===== src/sct_pkg.sv =====
// Constants shared by the split compare timer and its helpers.
// Assumes one core clock at 125 MHz and an 8-bit register port.
// Summary of operation
// - Bit 5 gates high overflow interrupt.
// - Bit 4 clears counter on match.
// - Bit 3 set on low overflow.
// - Flags clear by zero after read-one.
// - Bit 2 set on low match.
// - Bit 1 gates low overflow interrupt.
// - Bit 0 clears low counter on match when split.
// - Reset counter zero, compare all ones.
// - High select msb zero: one 16-bit timer.
// - Low select picks source, high carries.
// - Wide match sets flag, toggles, interrupts.
// - Wide rollover sets high overflow flag.
// - High select msb one: two halves.
// - Each half matches, flags, toggles, clears.
// - Each half rollover sets its flag.
// - Sources: core /32, /16, /4, sub /4.
// - Low msb zero counts chosen event edge.
// - Pin drives written level until match.
// - Pin inverts on its match; low pin only when split.
// - Select codes map to sources.
// - Match fires when counter leaves value.
package sct_pkg;
	localparam int          SCT_ADDR_W      = 3;
	localparam logic [2:0]  SCT_OFF_CTRL    = 3'h0;
	localparam logic [2:0]  SCT_OFF_CSR     = 3'h1;
	localparam logic [2:0]  SCT_OFF_HI_CNT  = 3'h2;
	localparam logic [2:0]  SCT_OFF_LO_CNT  = 3'h3;
	localparam logic [2:0]  SCT_OFF_HI_CMP  = 3'h4;
	localparam logic [2:0]  SCT_OFF_LO_CMP  = 3'h5;
	localparam logic [2:0]  SCT_OFF_IEN     = 3'h6;
	localparam logic [2:0]  SCT_OFF_EDGE    = 3'h7;
	// Status bit positions
	localparam int          SCT_HI_OVF_FLAG = 7;
	localparam int          SCT_HI_MT_FLAG  = 6;
	localparam int          SCT_HI_OVF_IE   = 5;
	localparam int          SCT_HI_MT_CLR   = 4;
	localparam int          SCT_LO_OVF_FLAG = 3;
	localparam int          SCT_LO_MT_FLAG  = 2;
	localparam int          SCT_LO_OVF_IE   = 1;
	localparam int          SCT_LO_MT_CLR   = 0;
	localparam logic [7:0]  SCT_FLAG_MASK   = 8'hcc;
	// Control register fields, then interrupt enable and edge register bits
	localparam int          SCT_HI_LEVEL    = 7;
	localparam int          SCT_HI_SEL_LSB  = 4;
	localparam int          SCT_LO_LEVEL    = 3;
	localparam int          SCT_LO_SEL_LSB  = 0;
	localparam int          SCT_IEN_HI      = 1;
	localparam int          SCT_IEN_LO      = 0;
	localparam int          SCT_EDGE_BIT    = 0;
	// Reset values and counter top value
	localparam logic [7:0]  SCT_REG_RST     = 8'h00;
	localparam logic [7:0]  SCT_CNT_RST     = 8'h00;
	localparam logic [7:0]  SCT_CMP_RST     = 8'hff;
	localparam logic [7:0]  SCT_CNT_TOP     = 8'hff;
	// Divider counts, and number of prescaler tick sources
	localparam int          SCT_DIV_WIDE    = 32;
	localparam int          SCT_DIV_MID     = 16;
	localparam int          SCT_DIV_FAST    = 4;
	localparam int          SCT_DIV_SUB     = 4;
	localparam int          SCT_SRC_N       = 4;
endpackage


===== src/sct_pin_edge.sv =====
// Three-stage synchroniser with edge pulses for an asynchronous pin.
// Assumes the pin holds each level for more than two core clocks.
`timescale 1ns/1ns
module sct_pin_edge (
	// Clock and reset
	input  wire logic i_core_clk,
	input  wire logic i_arst_n,
	// Pin and edges
	input  wire logic i_pin,
	output logic      o_rise,
	output logic      o_fall
);
	import sct_pkg::*;
	typedef struct packed {
		logic [2:0] sync;
		logic       level;
		logic       rise;
		logic       fall;
	} sct_edge_t;
	sct_edge_t st_reg, st_next;

	// Only stages two and three are compared; stage one feeds stage two alone
	always_comb begin
		st_next      = st_reg;
		st_next.sync = {st_reg.sync[1:0], i_pin};
		st_next.rise = 1'b0;
		st_next.fall = 1'b0;
		if (st_reg.sync[1] == st_reg.sync[2] && st_reg.sync[2] != st_reg.level) begin
			st_next.level = st_reg.sync[2];
			st_next.rise  = st_reg.sync[2];
			st_next.fall  = ~st_reg.sync[2];
		end
	end

	always_ff @(posedge i_core_clk or negedge i_arst_n) begin
		if (!i_arst_n)
			st_reg <= '0;
		else
			st_reg <= st_next;
	end

	assign o_rise = st_reg.rise;
	assign o_fall = st_reg.fall;
endmodule


===== src/sct_prescale.sv =====
// Core clock divider and subclock quarterer giving one-cycle count ticks.
// Assumes the subclock rising edges arrive as one-cycle pulses.
`timescale 1ns/1ns
module sct_prescale (
	// Clock and reset
	input  wire logic                          i_core_clk,
	input  wire logic                          i_arst_n,
	// Subclock edge
	input  wire logic                          i_sub_rise,
	// Ticks: 0 core/32, 1 core/16, 2 core/4, 3 sub/4
	output logic [sct_pkg::SCT_SRC_N-1:0]      o_tick
);
	import sct_pkg::*;
	typedef struct packed {
		logic [4:0]           div;
		logic [1:0]           sub;
		logic [SCT_SRC_N-1:0] tick;
	} sct_pre_t;
	sct_pre_t st_reg, st_next;

	always_comb begin
		st_next      = st_reg;
		st_next.div  = st_reg.div + 5'h01;
		st_next.tick[0] = st_reg.div == 5'(SCT_DIV_WIDE - 1);
		st_next.tick[1] = st_reg.div[3:0] == 4'(SCT_DIV_MID - 1);
		st_next.tick[2] = st_reg.div[1:0] == 2'(SCT_DIV_FAST - 1);
		st_next.tick[3] = 1'b0;
		if (i_sub_rise) begin
			st_next.sub     = st_reg.sub + 2'h1;
			st_next.tick[3] = st_reg.sub == 2'(SCT_DIV_SUB - 1);
		end
	end

	always_ff @(posedge i_core_clk or negedge i_arst_n) begin
		if (!i_arst_n)
			st_reg <= '0;
		else
			st_reg <= st_next;
	end

	assign o_tick = st_reg.tick;
endmodule


===== src/sct_timer.sv =====
// Split compare timer: 16-bit counter or two 8-bit counters with compare.
// Assumes a single-cycle register port and asynchronous event/subclock pins.
`timescale 1ns/1ns
module sct_timer (
	// Clock and reset
	input  wire logic                            i_core_clk,
	input  wire logic                            i_arst_n,
	// Register port
	input  wire logic [sct_pkg::SCT_ADDR_W-1:0]  i_addr,
	input  wire logic [7:0]                      i_wdata,
	input  wire logic                            i_wr,
	input  wire logic                            i_rd,
	output logic      [7:0]                      o_rdata,
	// Pins
	input  wire logic                            i_event_input_pin,
	input  wire logic                            i_sub_clk,
	output logic                                 o_hi_compare_out,
	output logic                                 o_lo_compare_out,
	// Interrupt requests
	output logic                                 o_hi_irq,
	output logic                                 o_lo_irq
);
	import sct_pkg::*;

	typedef struct packed {
		logic       hi_out_level;
		logic [2:0] hi_sel;
		logic       lo_out_level;
		logic [2:0] lo_sel;
		logic [7:0] csr;
		logic [7:0] armed;
		logic [7:0] upper_counter;
		logic [7:0] lower_counter;
		logic [7:0] upper_compare_reg;
		logic [7:0] lower_compare_reg;
		logic       hi_irq_enable;
		logic       lo_irq_enable;
		logic       event_edge_sel;
		logic       hi_out;
		logic       lo_out;
		logic       hi_irq;
		logic       lo_irq;
		logic [7:0] rdata;
	} sct_state_t;

	sct_state_t st_reg, st_next;

	logic                 ev_rise;
	logic                 ev_fall;
	logic                 sub_rise;
	logic [SCT_SRC_N-1:0] pre_tick;
	logic                 mode8;
	logic                 ev_tick;
	logic                 lo_tick;
	logic                 hi_tick;
	logic                 wr_ctrl;
	logic                 wr_csr;
	logic                 wr_hi;
	logic                 wr_lo;
	logic                 wr_hicmp;
	logic                 wr_locmp;
	logic                 lo_match;
	logic                 hi_match;
	logic                 lo_ovf;
	logic                 hi_ovf;
	logic                 hi_clr;
	logic                 lo_clr;
	logic [15:0]          wide_counter;
	logic [15:0]          wide_compare_reg;

	sct_pin_edge u_event (
		.i_core_clk (i_core_clk),
		.i_arst_n   (i_arst_n),
		.i_pin      (i_event_input_pin),
		.o_rise     (ev_rise),
		.o_fall     (ev_fall)
	);

	sct_pin_edge u_sub (
		.i_core_clk (i_core_clk),
		.i_arst_n   (i_arst_n),
		.i_pin      (i_sub_clk),
		.o_rise     (sub_rise),
		.o_fall     ()
	);

	sct_prescale u_pre (
		.i_core_clk (i_core_clk),
		.i_arst_n   (i_arst_n),
		.i_sub_rise (sub_rise),
		.o_tick     (pre_tick)
	);

	// Select codes 0xx, including the forbidden 011, fall back to events
	function automatic logic src_tick(input logic [2:0] sel, input logic [SCT_SRC_N-1:0] tk,
	                                  input logic ev);
		src_tick = sel[2] ? tk[sel[1:0]] : ev;
	endfunction

	assign mode8            = st_reg.hi_sel[2];
	assign wide_counter     = {st_reg.upper_counter, st_reg.lower_counter};
	assign wide_compare_reg = {st_reg.upper_compare_reg, st_reg.lower_compare_reg};
	assign ev_tick  = st_reg.event_edge_sel ? ev_rise : ev_fall;
	assign lo_tick  = src_tick(st_reg.lo_sel, pre_tick, ev_tick);
	// In 16-bit mode the upper half counts carries of the lower half
	assign hi_tick  = mode8 ? src_tick(st_reg.hi_sel, pre_tick, ev_tick)
	                        : lo_tick && st_reg.lower_counter == SCT_CNT_TOP;

	assign wr_ctrl  = i_wr && i_addr == SCT_OFF_CTRL;
	assign wr_csr   = i_wr && i_addr == SCT_OFF_CSR;
	assign wr_hi    = i_wr && i_addr == SCT_OFF_HI_CNT;
	assign wr_lo    = i_wr && i_addr == SCT_OFF_LO_CNT;
	assign wr_hicmp = i_wr && i_addr == SCT_OFF_HI_CMP;
	assign wr_locmp = i_wr && i_addr == SCT_OFF_LO_CMP;

	// A match is seen on the count tick that leaves the matching value,
	// and a compare write in that cycle cancels it
	assign lo_match = lo_tick && !wr_locmp &&
	                  st_reg.lower_counter == st_reg.lower_compare_reg;
	assign hi_match = mode8 ? (hi_tick && !wr_hicmp &&
	                           st_reg.upper_counter == st_reg.upper_compare_reg)
	                        : (lo_tick && !wr_hicmp && !wr_locmp &&
	                           wide_counter == wide_compare_reg);
	// A counter write in the overflow cycle swallows the overflow
	assign lo_ovf   = lo_tick && !wr_lo && st_reg.lower_counter == SCT_CNT_TOP;
	assign hi_ovf   = hi_tick && !wr_hi && (mode8 || !wr_lo) &&
	                  st_reg.upper_counter == SCT_CNT_TOP;
	assign hi_clr   = hi_match && st_reg.csr[SCT_HI_MT_CLR];
	assign lo_clr   = mode8 ? lo_match && st_reg.csr[SCT_LO_MT_CLR]
	                        : hi_clr;

	always_comb begin
		st_next       = st_reg;
		st_next.rdata = 8'h00;

		// Counting
		if (lo_clr)
			st_next.lower_counter = SCT_CNT_RST;
		else if (lo_tick)
			st_next.lower_counter = st_reg.lower_counter + 8'h01;
		if (hi_clr)
			st_next.upper_counter = SCT_CNT_RST;
		else if (hi_tick)
			st_next.upper_counter = st_reg.upper_counter + 8'h01;

		// Compare outputs: toggle on match, low pin only meaningful split
		if (hi_match)
			st_next.hi_out = ~st_reg.hi_out;
		if (lo_match && mode8)
			st_next.lo_out = ~st_reg.lo_out;

		// Interrupt request pulses
		st_next.hi_irq = st_reg.hi_irq_enable &&
		                 (hi_match || (hi_ovf && st_reg.csr[SCT_HI_OVF_IE]));
		st_next.lo_irq = st_reg.lo_irq_enable &&
		                 (lo_match || (lo_ovf && st_reg.csr[SCT_LO_OVF_IE]));

		// Register reads; a flag returned as one arms its clear
		if (i_rd) begin
			case (i_addr)
				SCT_OFF_CTRL:   st_next.rdata = {st_reg.hi_out_level, st_reg.hi_sel,
				                                 st_reg.lo_out_level, st_reg.lo_sel};
				SCT_OFF_CSR: begin
					st_next.rdata = st_reg.csr;
					st_next.armed = st_reg.armed | (st_reg.csr & SCT_FLAG_MASK);
				end
				SCT_OFF_HI_CNT: st_next.rdata = st_reg.upper_counter;
				SCT_OFF_LO_CNT: st_next.rdata = st_reg.lower_counter;
				SCT_OFF_HI_CMP: st_next.rdata = st_reg.upper_compare_reg;
				SCT_OFF_LO_CMP: st_next.rdata = st_reg.lower_compare_reg;
				SCT_OFF_IEN: begin
					st_next.rdata[SCT_IEN_HI] = st_reg.hi_irq_enable;
					st_next.rdata[SCT_IEN_LO] = st_reg.lo_irq_enable;
				end
				SCT_OFF_EDGE:   st_next.rdata[SCT_EDGE_BIT] = st_reg.event_edge_sel;
				default:        st_next.rdata = 8'h00;
			endcase
		end

		// Register writes
		if (i_wr) begin
			case (i_addr)
				SCT_OFF_CTRL: begin
					// A level write beats a match toggle in the same cycle
					st_next.hi_out_level = i_wdata[SCT_HI_LEVEL];
					st_next.hi_sel       = i_wdata[SCT_HI_SEL_LSB +: 3];
					st_next.lo_out_level = i_wdata[SCT_LO_LEVEL];
					st_next.lo_sel       = i_wdata[SCT_LO_SEL_LSB +: 3];
					st_next.hi_out       = i_wdata[SCT_HI_LEVEL];
					st_next.lo_out       = i_wdata[SCT_LO_LEVEL];
				end
				SCT_OFF_CSR: begin
					st_next.csr = (st_reg.csr & SCT_FLAG_MASK) |
					              (i_wdata & ~SCT_FLAG_MASK);
					// Zero clears an armed flag; one never sets it
					st_next.csr = st_next.csr &
					              ~(SCT_FLAG_MASK & st_reg.armed & ~i_wdata);
				end
				SCT_OFF_HI_CNT: st_next.upper_counter     = i_wdata;
				SCT_OFF_LO_CNT: st_next.lower_counter     = i_wdata;
				SCT_OFF_HI_CMP: st_next.upper_compare_reg = i_wdata;
				SCT_OFF_LO_CMP: st_next.lower_compare_reg = i_wdata;
				SCT_OFF_IEN: begin
					st_next.hi_irq_enable = i_wdata[SCT_IEN_HI];
					st_next.lo_irq_enable = i_wdata[SCT_IEN_LO];
				end
				SCT_OFF_EDGE:   st_next.event_edge_sel = i_wdata[SCT_EDGE_BIT];
				default:        st_next.event_edge_sel = st_reg.event_edge_sel;
			endcase
		end

		// Hardware sets after the clear so an event in the clear cycle is kept
		if (hi_ovf)
			st_next.csr[SCT_HI_OVF_FLAG] = 1'b1;
		if (hi_match)
			st_next.csr[SCT_HI_MT_FLAG] = 1'b1;
		if (lo_ovf)
			st_next.csr[SCT_LO_OVF_FLAG] = 1'b1;
		if (lo_match)
			st_next.csr[SCT_LO_MT_FLAG] = 1'b1;
		st_next.armed = st_next.armed & st_next.csr;
	end

	always_ff @(posedge i_core_clk or negedge i_arst_n) begin
		if (!i_arst_n) begin
			st_reg                   <= '0;
			st_reg.csr               <= SCT_REG_RST;
			st_reg.upper_counter     <= SCT_CNT_RST;
			st_reg.lower_counter     <= SCT_CNT_RST;
			st_reg.upper_compare_reg <= SCT_CMP_RST;
			st_reg.lower_compare_reg <= SCT_CMP_RST;
		end else begin
			st_reg <= st_next;
		end
	end

	assign o_rdata          = st_reg.rdata;
	assign o_hi_compare_out = st_reg.hi_out;
	assign o_lo_compare_out = st_reg.lo_out;
	assign o_hi_irq         = st_reg.hi_irq;
	assign o_lo_irq         = st_reg.lo_irq;
endmodule


===== config.mk =====
export PLATFORM = sky130hd
export DESIGN_NAME = sct_timer
export DESIGN_NICKNAME = d
export VERILOG_FILES = /design/src/sct_pkg.sv /design/src/sct_pin_edge.sv /design/src/sct_prescale.sv /design/src/sct_timer.sv
export SDC_FILE = /design/constraint.sdc
export NUM_CORES = 1
export LEC_CHECK = 0
export ABC_AREA = 1
export BUFFER_PORTS_ARGS = -buffer_cell sky130_fd_sc_hd__clkbuf_2
export CAP_MARGIN = 20
export CORE_AREA = 2 2 92 94
export DETAILED_ROUTE_END_ITERATION = 10
export DIE_AREA = 0 0 94 96
export HOLD_SLACK_MARGIN = 0.05
export PLACE_DENSITY = 0.77
export SKIP_CTS_REPAIR_TIMING = 1
export SLEW_MARGIN = 10
export SYNTH_ARGS = -nofsm -noshare
export SYNTH_HDL_FRONTEND = slang
export SYNTH_SLANG_ARGS = --single-unit

===== constraint.sdc =====
create_clock -name i_core_clk -period 2.3 [get_ports i_core_clk]
set_clock_uncertainty 0.1 [all_clocks]
set_input_delay 0.115 -clock i_core_clk [delete_from_list [all_inputs] [get_ports i_core_clk]]
set_output_delay 0.115 -clock i_core_clk [all_outputs]
set_load 0.01 [all_outputs]

==> summary.txt <==
Status = finished, final reports clean
Row cnt = 33
Clock Path Buffers = 2
RSZ-0062 raised after global routing = false
Crit path capture type = flip-flop
Period Utilization, post-route = 85.8%
Clk root buf = clkbuf_8
Clock power frac = 21.0%
Pwr Density = 933 mW/mm2
Register bit total from synthesis = 89
Total gr overflow = 0
Post-detail-place hpwl = 8570 um
EDFF count, synth = 0
Synth Instances = 575
Post-synth cell types = 40
Die Area = 0.00902 mm2
Startpoint types = flip-flop
Synth Warn # = 0
Slowest CP cell = dfrtp_1
Drt via density = 5.70
Final wirelength = 11700 um
Synthesized area = 0.00468 mm2
Critical Path RT = 2490 ps
Final-report setup violation count = 0
First-pass GRT wire length = 19300 um
Most used cell, CP = nor2_1
Critical Path Max Stage Delay = 450 ps
Fmax = 507 MHz
Setup TNS = 0 ps
CTS tree = yes
Slew Limit Fails = 0
Starting Density = 58.1%
Tot GR Track Use = 28.2%
Avg Cell Area, Syn = 8.14 um2
Routed Antenna Nets = 0
Clk Latency, worst-skew pair = 360 ps
Peak VDD IR = 0.000572 V
Gpl congestion = 1.02
Drt wl/cell = 16.3 um
Fill count = 701
Die height = 96 um
# Max-Cap Violations = 0
Initial antenna violation count = 0
Initial DRC Count = 328
CTS H-tree depth = 3
Buffers on Ports = 28
Vias in the first global route = 3927
Leakage = 0.00257 uW
Kind of critical path = flip-flop to flip-flop
Synth Flop Type = dfrtp_1
IO Count = 29
Internal = 2920 uW
Cell Chain, Critical Path = ha_1 -> nand2_1 -> inv_2 -> nand2_1 -> nor2_2 -> nand3_2 -> nand2_4 -> nand4_1 -> nor2_1 -> nor2_1 -> nor2_1
Met1 usage = 37.2%
Tot Pwr = 4820 uW
Switching portion of total power = 39.4%
Sequential fraction of the synthesis area = 48.0%
Layout cell share with drive strength beyond 1 = 17.7%
Worst hold margin = 69.1 ps
Final nets = 633
Slew headroom = 58.6%
GRT Max-Usage Layer = met2
Router iterations before antenna repair = 7
Fin crit period = 1970 ps
Async set-reset flop share out of synthesis = 100%
Final hold violation count = 0
Logic pwr share = 31.3%
Pre-CTS WS = 393 ps
Post-layout util = 64.2%
Die X = 94 um
Mapped Nets = 597
CTS Buf Count = 9
Area grow syn2layout = 10.4%
Clk sinks = 89
Hold/Removal Path Class = primary input to flip-flop
Total number of vias = 4109
Worst setup margin = 327 ps
Inserted Diodes = 0
Max reg flops = 50
Worst Tran Pin Value = 621 ps
Reg clk slew, reported paths = 90 ps
Largest net degree at the start of global routing = 49
GR Layer Usage met3 = 4.23%
Core ar. = 0.00805 mm2
Seq pwr share = 47.8%
CP max FO = 8
Met2 GRT Util = 45.6%
P_sw = 1900 uW
CP arrival = 2170 ps
Post-route DRC = 0
synth_stat cells (2+ instances only):
cell type | number | area [um2]
nand2_1 | 160 | 601
dfrtp_1 | 73 | 1830
inv_1 | 65 | 244
o21ai_0 | 45 | 225
nand3_1 | 43 | 215
nor2_1 | 33 | 124
dfstp_2 | 16 | 420
o22ai_1 | 16 | 100
xor2_1 | 12 | 105
inv_2 | 11 | 41.3
buf_4 | 10 | 75.1
nand4_1 | 10 | 62.6
nor3_1 | 10 | 50.1
a21oi_1 | 9 | 45.0
nand2_2 | 8 | 50.1
nand2_4 | 6 | 67.6
ha_1 | 5 | 62.6
buf_2 | 4 | 20.0
nand3_2 | 4 | 40.0
nor2_4 | 4 | 45.0
o21a_1 | 4 | 30.0
nor2_2 | 3 | 18.8
xnor2_1 | 3 | 26.3
clkbuf_1 | 2 | 7.51
inv_4 | 2 | 12.5
o21ai_1 | 2 | 10.0
o21ai_2 | 2 | 17.5
power groups by stage:
stage / logic, uW / clock network (uW) / registers [uW]
floorplan: 1110 / 0 / 2220
global placement: 1400 / 0 / 2300
detailed placement: 1460 / 0 / 2310
CTS: 1470 / 1030 / 2290
global route: 1720 / 1080 / 2350
finish: 1510 / 1010 / 2300
cells in the final DEF (no fill, tap or decap), drive strengths merged, types with 3 or more instances in the layout:
master and count:
buf 3, ha 5, xnor2 3, xor2 12, o22ai 16, dlygate4sd3 11, nand3 48, clkbuf 37
nor2 41, nand4 11, o21a 4, nand2 174, clkinv 5, o21ai 49, a21oi 10, dfstp 16
dfrtp 73, inv 80, nor3 11
routing by layer:
layer	part of all wire (%)	routed length [um]
met1	42	4920
met3	7.0	819
met2	47	5540
met4	3.7	438
met5	0	0
layout make-up:
| type | instances | area, um2 | share of cell area, % |
|---|---|---|---|
| Clock buffer | 10 | 138 | 2.66 |
| Clock inverter | 6 | 41.3 | 0.799 |
| Inverter | 79 | 303 | 5.86 |
| Multi-Input combinational cell | 391 | 2030 | 39.2 |
| Sequential cell | 89 | 2250 | 43.5 |
| Tap cell | 105 | 131 | 2.54 |
| Timing Repair Buffer | 41 | 280 | 5.42 |
worst max-delay path, delay by kind of cell (launching register included):
kind | cells | cell delay [ps]
and+or+nand+nor | 9 | 1080
DFF | 1 | 450
adders and majority gates | 1 | 210
buffers and inverters | 1 | 70
logic make-up (layout without fill, tap and decap cells):
group                    count (synthesis)  count (layout)  share of synthesized area [%]
AO/OA/AOI/OAI                           84              84                           10.1
AND/OR/NAND/NOR                        286             286                           28.8
buffers and inverters                   95             136                           8.66
adder cells (fa/ha/maj)                  5               5                           1.34
XOR/XNOR                                15              15                           2.81
flip-flops                              89              89                           48.0
multiplexers                             1               1                          0.241
per-stage QoR:
| stage | instance area [um2] | cells |
|---|---|---|
| 5_1_grt | 5170 | 721 |
| 6_report | 5170 | 721 |
| 2_1_floorplan | 4680 | 575 |
| 3_5_place_dp | 4880 | 694 |
| 3_3_place_gp | 4880 | 694 |
| 4_1_cts | 5060 | 710 |
worst paths after layout:
| check | start | to | slack [ps] | cells past startpoint |
|---|---|---|---|---|
| worst max-delay path | st_reg[32] | o_hi_irq | 330 | 11 |
| worst min-delay path | i_addr[0] | o_rdata[0] | 70 | 4 |
| worst max register to register | st_reg[32] | o_hi_irq | 330 | 11 |
| worst min register to register | u_event.st_next[4] | u_event.st_next[5] | 260 | 0 |
| max in group asynchronous | i_arst_n | st_reg[17] | 1190 | 3 |
| min in group asynchronous | i_arst_n | o_lo_irq | 210 | 2 |
Power figures use the tool's default switching activity.
